<file path="config.mk">
export PLATFORM = sky130hd
export DESIGN_NAME = rtac_remote_alias
export DESIGN_NICKNAME = d
export VERILOG_FILES = /design/src/rtac_pkg.sv /design/src/rtac_remote_alias.sv /design/src/rtac_crc_counter.sv
export SDC_FILE = /design/constraint.sdc
export NUM_CORES = 1
export LEC_CHECK = 0
export BUFFER_PORTS_ARGS = -buffer_cell sky130_fd_sc_hd__buf_2
export CORE_ASPECT_RATIO = 0.8
export CORE_MARGIN = 4
export CORE_UTILIZATION = 58
export CTS_CLUSTER_SIZE = 10
export DETAILED_ROUTE_END_ITERATION = 6
export PLACE_DENSITY = 0.79
export SETUP_SLACK_MARGIN = 0.3
export SYNTH_ARGS = -nofsm -noshare
export SYNTH_HDL_FRONTEND = slang
export SYNTH_SLANG_ARGS = --single-unit
</file>
<file path="constraint.sdc">
create_clock -name clock -period 2.4 [get_ports clock]
set_input_delay 0.24 -clock clock [delete_from_list [all_inputs] [get_ports clock]]
set_output_delay 0.24 -clock clock [all_outputs]
set_load 0.1 [all_outputs]
</file>
<file path="src/rtac_pkg.sv">
package rtac_pkg;

  // Register offsets; the SDA setup register is shared, the rest are per port
  localparam logic [7:0] OFF_TGT_ADDR = 8'h07;
  localparam logic [7:0] OFF_TGT_ALIAS = 8'h08;
  localparam logic [7:0] OFF_SDA_SETUP = 8'h09;
  localparam logic [7:0] OFF_CRC_LOW = 8'h0A;
  localparam logic [7:0] OFF_CRC_HIGH = 8'h0B;

  // Field positions
  localparam int ADDR_FIELD_LSB = 1;
  localparam int SETUP_FIELD_MSB = 3;

  // Reset values
  localparam logic [7:0] RST_TGT_ADDR = 8'h00;
  localparam logic [6:0] RST_TGT_ALIAS = 7'h00;
  localparam logic [3:0] RST_SDA_SETUP = 4'h1;
  localparam logic [15:0] RST_CRC_COUNT = 16'h0000;

  // Ack setup timing
  localparam int CLK_PERIOD_NS = 10;
  localparam int SETUP_BASE_NS = 80;
  localparam int SETUP_STEP_NS = 640;
  localparam int SETUP_BASE_CYC = SETUP_BASE_NS / CLK_PERIOD_NS;
  localparam int SETUP_STEP_CYC = SETUP_STEP_NS / CLK_PERIOD_NS;

  typedef struct packed {
    logic read;
    logic write;
    logic [7:0] addr;
    logic [7:0] wdata;
  } rtac_reg_req_s;

  typedef struct packed {
    logic valid;
    logic [6:0] addr;
  } rtac_xact_s;

endpackage

</file>
<file path="src/rtac_remote_alias.sv">
// Notes on behaviour
// - Address, alias, counter registers exist per port
// - Second-port select reads port 1 counter
// - Alias field decodes local transactions for remote
// - Zero alias forwards nothing
// - Matched address replaced by physical target address
// - Setup field sets ack SDA lead during remote access
// - Setup 80 ns plus 640 ns per unit
// - Counter low byte read-only at low register
// - Counter high byte read-only at next register
// - Counter cleared only by CRC error reset or by reset_n
module rtac_remote_alias
  import rtac_pkg::*;
#(
  parameter int PORTS = 2,
  parameter int CNT_WIDTH = 16,
  parameter int SETUP_WIDTH = 10
) (
  // Clock and reset
  input wire logic clock,
  input wire logic reset_n,
  // Register access from the local serial control slave
  input wire rtac_reg_req_s regReq,
  output logic [7:0] regRdata,
  // Controls held in neighbouring registers
  input wire logic secondPortSelect,
  input wire logic crcErrorReset,
  // Back-channel CRC error pulses, one per port
  input wire logic [PORTS-1:0] crcError,
  // Local transaction address to decode
  input wire rtac_xact_s xact,
  input wire logic remoteAccessActive,
  // Forwarding decision
  output logic fwdValid,
  output logic [PORTS-1:0] fwdHit,
  output logic [PORTS-1:0][6:0] fwdPhysAddr,
  // Ack setup time in clock cycles, zero when idle
  output logic [SETUP_WIDTH-1:0] ackSetupCycles
);

  logic [PORTS-1:0][7:0] tgtAddr;
  logic [PORTS-1:0][6:0] tgtAlias;
  logic [3:0] sdaSetup;
  logic [PORTS-1:0][CNT_WIDTH-1:0] crcCount;
  logic [PORTS-1:0][7:0] next_tgtAddr;
  logic [PORTS-1:0][6:0] next_tgtAlias;
  logic [3:0] next_sdaSetup;
  logic [7:0] next_regRdata;
  logic next_fwdValid;
  logic [PORTS-1:0] next_fwdHit;
  logic [PORTS-1:0][6:0] next_fwdPhysAddr;
  logic [SETUP_WIDTH-1:0] next_ackSetupCycles;
  logic portIdx;
  logic [SETUP_WIDTH-1:0] setupCalc;

  assign portIdx = secondPortSelect;

  for (genvar p = 0; p < PORTS; p++) begin : gCrc
    rtac_crc_counter #(.WIDTH(CNT_WIDTH)) uCount (
      .clock(clock),
      .reset_n(reset_n),
      .crcError(crcError[p]),
      .clear(crcErrorReset),
      .count(crcCount[p])
    );
  end

  // Register writes; counter registers ignore writes
  always_comb begin
    next_tgtAddr = tgtAddr;
    next_tgtAlias = tgtAlias;
    next_sdaSetup = sdaSetup;
    if (regReq.write) begin
      case (regReq.addr)
        OFF_TGT_ADDR: next_tgtAddr[portIdx] = regReq.wdata;
        OFF_TGT_ALIAS: next_tgtAlias[portIdx] =
          regReq.wdata[7:ADDR_FIELD_LSB];
        OFF_SDA_SETUP: next_sdaSetup =
          regReq.wdata[SETUP_FIELD_MSB:0];
        default: ;
      endcase
    end
  end

  // Read data, captured on the read strobe; reading never clears
  always_comb begin
    next_regRdata = regRdata;
    if (regReq.read) begin
      case (regReq.addr)
        OFF_TGT_ADDR: next_regRdata = tgtAddr[portIdx];
        OFF_TGT_ALIAS: next_regRdata = {tgtAlias[portIdx], 1'b0};
        OFF_SDA_SETUP: next_regRdata = {4'h0, sdaSetup};
        OFF_CRC_LOW: next_regRdata = crcCount[portIdx][7:0];
        OFF_CRC_HIGH: next_regRdata = crcCount[portIdx][15:8];
        default: next_regRdata = 8'h00;
      endcase
    end
  end

  // Alias decode and remap, checked against every port's copy
  always_comb begin
    next_fwdValid = xact.valid;
    next_fwdHit = '0;
    next_fwdPhysAddr = fwdPhysAddr;
    for (int p = 0; p < PORTS; p++) begin
      if (xact.valid && tgtAlias[p] != 7'h00
          && xact.addr == tgtAlias[p]) begin
        next_fwdHit[p] = 1'b1;
        next_fwdPhysAddr[p] = tgtAddr[p][7:ADDR_FIELD_LSB];
      end
    end
  end

  // Rounded down from ns; the step is an exact cycle multiple at 100 MHz
  assign setupCalc = SETUP_WIDTH'(SETUP_BASE_CYC)
    + SETUP_WIDTH'(SETUP_STEP_CYC) * SETUP_WIDTH'(sdaSetup);

  always_comb begin
    next_ackSetupCycles = '0;
    if (remoteAccessActive) begin
      next_ackSetupCycles = setupCalc;
    end
  end

  always_ff @(posedge clock or negedge reset_n) begin
    if (!reset_n) begin
      tgtAddr <= {PORTS{RST_TGT_ADDR}};
      tgtAlias <= {PORTS{RST_TGT_ALIAS}};
      sdaSetup <= RST_SDA_SETUP;
      regRdata <= 8'h00;
      fwdValid <= 1'b0;
      fwdHit <= '0;
      fwdPhysAddr <= '0;
      ackSetupCycles <= '0;
    end else begin
      tgtAddr <= next_tgtAddr;
      tgtAlias <= next_tgtAlias;
      sdaSetup <= next_sdaSetup;
      regRdata <= next_regRdata;
      fwdValid <= next_fwdValid;
      fwdHit <= next_fwdHit;
      fwdPhysAddr <= next_fwdPhysAddr;
      ackSetupCycles <= next_ackSetupCycles;
    end
  end

  a_alias_hit: assert property (@(posedge clock) disable iff (!reset_n)
    xact.valid && tgtAlias[0] != 7'h00 && xact.addr == tgtAlias[0]
    |=> fwdHit[0] && fwdValid)
    else $error("alias match not flagged");

  a_zero_alias: assert property (@(posedge clock) disable iff (!reset_n)
    fwdHit[1] |-> $past(tgtAlias[1]) != 7'h00)
    else $error("forwarded with zero alias");

  a_remap_addr: assert property (@(posedge clock) disable iff (!reset_n)
    fwdHit[0] |-> fwdPhysAddr[0] == $past(tgtAddr[0][7:1]))
    else $error("remapped address wrong");

  a_setup_time: assert property (@(posedge clock) disable iff (!reset_n)
    remoteAccessActive
    |=> ackSetupCycles == 10'(8 + 64 * $past(sdaSetup)))
    else $error("ack setup cycles wrong");

  a_setup_idle: assert property (@(posedge clock) disable iff (!reset_n)
    !remoteAccessActive |=> ackSetupCycles == '0)
    else $error("ack setup driven while idle");

  a_crc_port1: assert property (@(posedge clock) disable iff (!reset_n)
    regReq.read && regReq.addr == OFF_CRC_LOW && secondPortSelect
    |=> regRdata == $past(crcCount[1][7:0]))
    else $error("port 1 counter not returned");

  a_crc_high: assert property (@(posedge clock) disable iff (!reset_n)
    regReq.read && regReq.addr == OFF_CRC_HIGH && !secondPortSelect
    |=> regRdata == $past(crcCount[0][15:8]))
    else $error("counter high byte wrong");

  a_port_write: assert property (@(posedge clock) disable iff (!reset_n)
    regReq.write && regReq.addr == OFF_TGT_ALIAS && secondPortSelect
    |=> tgtAlias[1] == $past(regReq.wdata[7:1])
        && tgtAlias[0] == $past(tgtAlias[0]))
    else $error("alias write reached wrong port");

  a_crc_readonly: assert property (@(posedge clock) disable iff (!reset_n)
    regReq.write && regReq.addr == OFF_CRC_LOW && !crcErrorReset
    && crcError == '0 |=> crcCount == $past(crcCount))
    else $error("counter changed by write");

  a_alias_hit1: assert property (@(posedge clock) disable iff (!reset_n)
    xact.valid && tgtAlias[1] != 7'h00 && xact.addr == tgtAlias[1]
    |=> fwdHit[1] && fwdValid)
    else $error("port 1 alias match not flagged");

  a_zero_alias0: assert property (@(posedge clock) disable iff (!reset_n)
    fwdHit[0] |-> $past(tgtAlias[0]) != 7'h00)
    else $error("forwarded with zero alias on port 0");

  a_remap_addr1: assert property (@(posedge clock) disable iff (!reset_n)
    fwdHit[1] |-> fwdPhysAddr[1] == $past(tgtAddr[1][7:1]))
    else $error("port 1 remapped address wrong");

  a_tgt_write: assert property (@(posedge clock) disable iff (!reset_n)
    regReq.write && regReq.addr == OFF_TGT_ADDR && !secondPortSelect
    |=> tgtAddr[0] == $past(regReq.wdata))
    else $error("target address write lost");

  a_setup_write: assert property (@(posedge clock) disable iff (!reset_n)
    regReq.write && regReq.addr == OFF_SDA_SETUP
    |=> sdaSetup == $past(regReq.wdata[3:0]))
    else $error("setup field write lost");

  a_crc_low: assert property (@(posedge clock) disable iff (!reset_n)
    regReq.read && regReq.addr == OFF_CRC_LOW && !secondPortSelect
    |=> regRdata == $past(crcCount[0][7:0]))
    else $error("counter low byte wrong");

  a_crc_high1: assert property (@(posedge clock) disable iff (!reset_n)
    regReq.read && regReq.addr == OFF_CRC_HIGH && secondPortSelect
    |=> regRdata == $past(crcCount[1][15:8]))
    else $error("port 1 counter high byte wrong");

  a_read_noclear: assert property (@(posedge clock) disable iff (!reset_n)
    regReq.read && !crcErrorReset && crcError == '0
    |=> crcCount == $past(crcCount))
    else $error("counter changed by read");

endmodule

</file>
<file path="src/rtac_crc_counter.sv">
module rtac_crc_counter
  import rtac_pkg::*;
#(
  parameter int WIDTH = 16
) (
  // Clock and reset
  input wire logic clock,
  input wire logic reset_n,
  // Events and clear
  input wire logic crcError,
  input wire logic clear,
  // Count
  output logic [WIDTH-1:0] count
);

  logic [WIDTH-1:0] next_count;

  always_comb begin
    next_count = count;
    if (clear) begin
      next_count = '0;
    end else if (crcError && count != {WIDTH{1'b1}}) begin
      // Saturate so software never sees a wrapped small value
      next_count = count + {{(WIDTH-1){1'b0}}, 1'b1};
    end
  end

  always_ff @(posedge clock or negedge reset_n) begin
    if (!reset_n) begin
      count <= RST_CRC_COUNT[WIDTH-1:0];
    end else begin
      count <= next_count;
    end
  end

  a_count_clear: assert property (@(posedge clock) disable iff (!reset_n)
    clear |=> count == '0)
    else $error("counter not cleared");

  a_count_step: assert property (@(posedge clock) disable iff (!reset_n)
    crcError && !clear && count != {WIDTH{1'b1}}
    |=> count == $past(count) + 1'b1)
    else $error("counter did not step by one");

  a_count_hold: assert property (@(posedge clock) disable iff (!reset_n)
    !clear && (!crcError || count == {WIDTH{1'b1}})
    |=> count == $past(count))
    else $error("counter changed without cause");

endmodule

</file>
==> results.sh <==
export IMPL_max_freq_ghz=0.502
export IMPL_p_total_mw=3.01
export IMPL_yosys_area_top_type="dfrtp_1"
export IMPL_die_area_um2=10100
export IMPL_stdcell_count=616
export IMPL_hold_viol_final=0
export IMPL_gp_congestion=0.838
export IMPL_swShare=0.289
export IMPL_fin_nets=538
export IMPL_ant_nets=0
export IMPL_overflow=0
export IMPL_antenna_found_initial=0
export IMPL_area_growth_pct=12.6
export IMPL_synth_edf_count=0
export IMPL_p_per_area_nw_per_um2=537
export IMPL_diodes=0
export IMPL_viasPerCell=6.36
export IMPL_wl_met3_um=935
export IMPL_p_leak_nw=2.64
export IMPL_fin_area_um2=5600
export IMPL_clock_sinks=96
export IMPL_clockBufferDepth=2
export IMPL_die_h_um=90.9
export IMPL_place_area_um2=5400
export IMPL_cp_arrival_ns=2.29
export IMPL_route_top_layer_used="met4"
export IMPL_coreArea_um2=8130
export IMPL_async_flop_share=1.00
export IMPL_hold_path_class="primary input to flop"
export IMPL_p_int_mw=2.14
export IMPL_rsz0062_at_grt="false"
export IMPL_nFillCells=612
export IMPL_drtIter0Drc=304
export IMPL_worst_pin_slew_ns=0.669
export IMPL_reg2regPathDepth=5
export IMPL_grt_pass1_wl_mm=20.3
export IMPL_slew_headroom=0.554
export IMPL_post_place_cells=598
export IMPL_finalCritPeriodShare=0.829
export IMPL_wl_per_cell_um=19.6
export IMPL_syn_inst=437
export IMPL_htreeDepth=3
export IMPL_worst_setup_path_start_kind="flop"
export IMPL_timing_rr_end="gCrc[1].uCount.count[14]$_DFFE_PN0P_"
export IMPL_cts_root_buf="clkbuf_8"
export IMPL_hpwl_mm=8.92
export IMPL_crit_start="gCrc[1].uCount.count[1]$_DFFE_PN0P_"
export IMPL_fp_row_count=29
export IMPL_met2_length_mm=5.73
export IMPL_critPathMaxFanout=6
export IMPL_drt_met1_wl_mm=5.32
export IMPL_seqPwrFrac=0.559
export IMPL_drtPass1Iterations=5
export IMPL_synthTopCellsByArea="dfrtp_1 (48%), mux2_2 (13%), mux2i_1 (3.4%)"
export IMPL_setup_viol=0
export IMPL_worstPathRequired_ns=2.69
export IMPL_r2r_setup_slack_ns=0.41
export IMPL_pin_count=68
export IMPL_end_kind="flop"
export IMPL_clk_latency_ns=0.37
export IMPL_max_vdd_ir_drop_v=0.000359
export IMPL_numPortBuffers=62
export IMPL_p_sw_mw=0.868
export IMPL_finalSetupTns_ns=0
export IMPL_timing_rr_start="gCrc[1].uCount.count[1]$_DFFE_PN0P_"
export IMPL_crit_path_end="gCrc[1].uCount.count[14]$_DFFE_PN0P_"
export IMPL_syn_cell_area_um2=4980
export IMPL_skew_ns=0.00698
export IMPL_power_share_clock=0.339
export IMPL_maxCapViolations=0
export IMPL_drc_errors=0
export IMPL_yosysUniqueCellTypes=51
export IMPL_track_usage=0.250
export IMPL_multi_input_area_um2=2430
export IMPL_synth_area_per_cell_um2=11.4
export IMPL_die_x_um=112
export IMPL_final_cell_mix="dfrtp_1 (94), buf_2 (61), mux2_2 (59)"
export IMPL_grt_max_degree=42
export IMPL_critical_path_class="flop to flop"
export IMPL_grt_pass1_vias=3981
export IMPL_yosys_warnings=0
export IMPL_wirelength_mm=12.1
export IMPL_start_util=0.612
export IMPL_status="complete, no violations"
export IMPL_cts_made_buffers=9
export IMPL_combPwrFrac=0.102
export IMPL_synth_seq_cells=96
export IMPL_final_seq_area_um2=2400
export IMPL_maxSlewViolCount=0
export IMPL_vias=3920
export IMPL_yosys_most_used_dff="dfrtp_1"
export IMPL_final_common_cell="dfrtp_1"
export IMPL_final_util=0.689
export IMPL_clk_pin_slew_ns=0.10
export IMPL_synth_yosys_seq_area_share=0.483
export IMPL_synth_top_area_frac=0.478
export IMPL_cts_tree="built"
export IMPL_min_period_ns=1.99
export IMPL_drive_gt1_frac=0.323
per-stage QoR:
stage	worst slack [ns]	hold WS, ns
floorplan	0.509	-0.0556
global placement	0.324	0.242
detailed placement	0.241	0.248
CTS	0.415	0.00397
global route	0.303	0.00576
finish	0.410	0.0151
cell families (layout without fill, tap and decap cells):
| kind of cell | count (synthesis) | after routing | synth area share |
|---|---|---|---|
| and+or+nand+nor | 130 | 130 | 0.156 |
| DFF | 96 | 96 | 0.483 |
| muxes | 83 | 83 | 0.197 |
| AOI/OAI and AO/OA | 79 | 79 | 0.102 |
| buffers and inverters | 32 | 99 | 0.0324 |
| xor gates and xnor gates | 14 | 14 | 0.0246 |
| adders and majority gates | 2 | 2 | 0.00503 |
| other | 1 | 5 | 0.000753 |
power groups by stage:
stage / sequential, mW / combinational (mW) / clock [mW]
2_1_floorplan: 1.74 / 0.158 / 0
4_1_cts: 1.68 / 0.310 / 1.04
6_report: 1.68 / 0.308 / 1.02
5_1_grt: 1.68 / 0.334 / 1.12
3_3_place_gp: 1.71 / 0.298 / 0
3_5_place_dp: 1.71 / 0.306 / 0
layer usage:
layer / up-vias / global-route usage
li1: 1770 / -
met1: 1946 / 0.360
met2: 189 / 0.400
met3: 15 / 0.0422
met4: 0 / 0.0588
met5: - / 0
Yosys cell counts, types with 2 or more instances:
master / instances
dfrtp_1: 95
mux2_2: 59
a21oi_1: 28
nor2_1: 19
mux2i_1: 17
nand2_1: 16
nand4_1: 15
o21ai_0: 14
nor3_1: 13
xor2_1: 12
inv_1: 10
nand3_1: 10
o22ai_1: 10
o31ai_1: 10
or3_1: 10
or4_1: 10
clkbuf_1: 9
buf_4: 8
a22oi_1: 7
nand2b_1: 7
and2_1: 6
mux4_2: 6
and3_1: 5
nor2b_1: 4
nor4_1: 4
and4_1: 3
buf_2: 2
ha_1: 2
o2111ai_2: 2
or4_4: 2
xnor2_1: 2
sequential cells by signal (all words and copies together) (netlist names):
register and count:
gCrc.uCount.count 32, tgtAddr 16, fwdPhysAddr 14, tgtAlias 14, regRdata 8, ackSetupCycles 5, sdaSetup 4, fwdHit 2
fwdValid 1
worst min path at each step:
stage	startpoint	end	slack (ns)	depth (start not counted)
floorplan	reset_n	ackSetupCycles[3]$_DFF_PN0_	-0.06	0
global placement	reset_n	fwdHit[0]$_DFF_PN0_	0.24	1
detailed placement	reset_n	fwdPhysAddr[10]$_DFFE_PN0P_	0.25	1
CTS	remoteAccessActive	ackSetupCycles[3]$_DFF_PN0_	0.004	1
global route	remoteAccessActive	ackSetupCycles[3]$_DFF_PN0_	0.006	1
finish	remoteAccessActive	ackSetupCycles[3]$_DFF_PN0_	0.02	1
critical path, cell delays in order (launching register included):
cell and delay [ns]:
dfrtp_1 0.46, ha_1 0.28, and4_1 0.27, o2111ai_1 0.28, or4_1 0.47, a21oi_1 0.15
cell type report:
| type | instances | share of cell area |
|---|---|---|
| multi-input cells | 313 | 0.433 |
| clock buffers | 9 | 0.0221 |
| well taps | 108 | 0.0241 |
| inverters | 10 | 0.00670 |
| flip-flops and latches | 96 | 0.429 |
| repair buffers | 73 | 0.0737 |
| clock inverters | 7 | 0.0109 |
timing repair:
action	in CTS	in global routing
resized for setup	0	1
endpoints found under the setup margin	0	2
hold buffers	2	0
buffers inserted	0	0
hold endpoints to repair	37	0
Power figures use the tool's default switching activity.
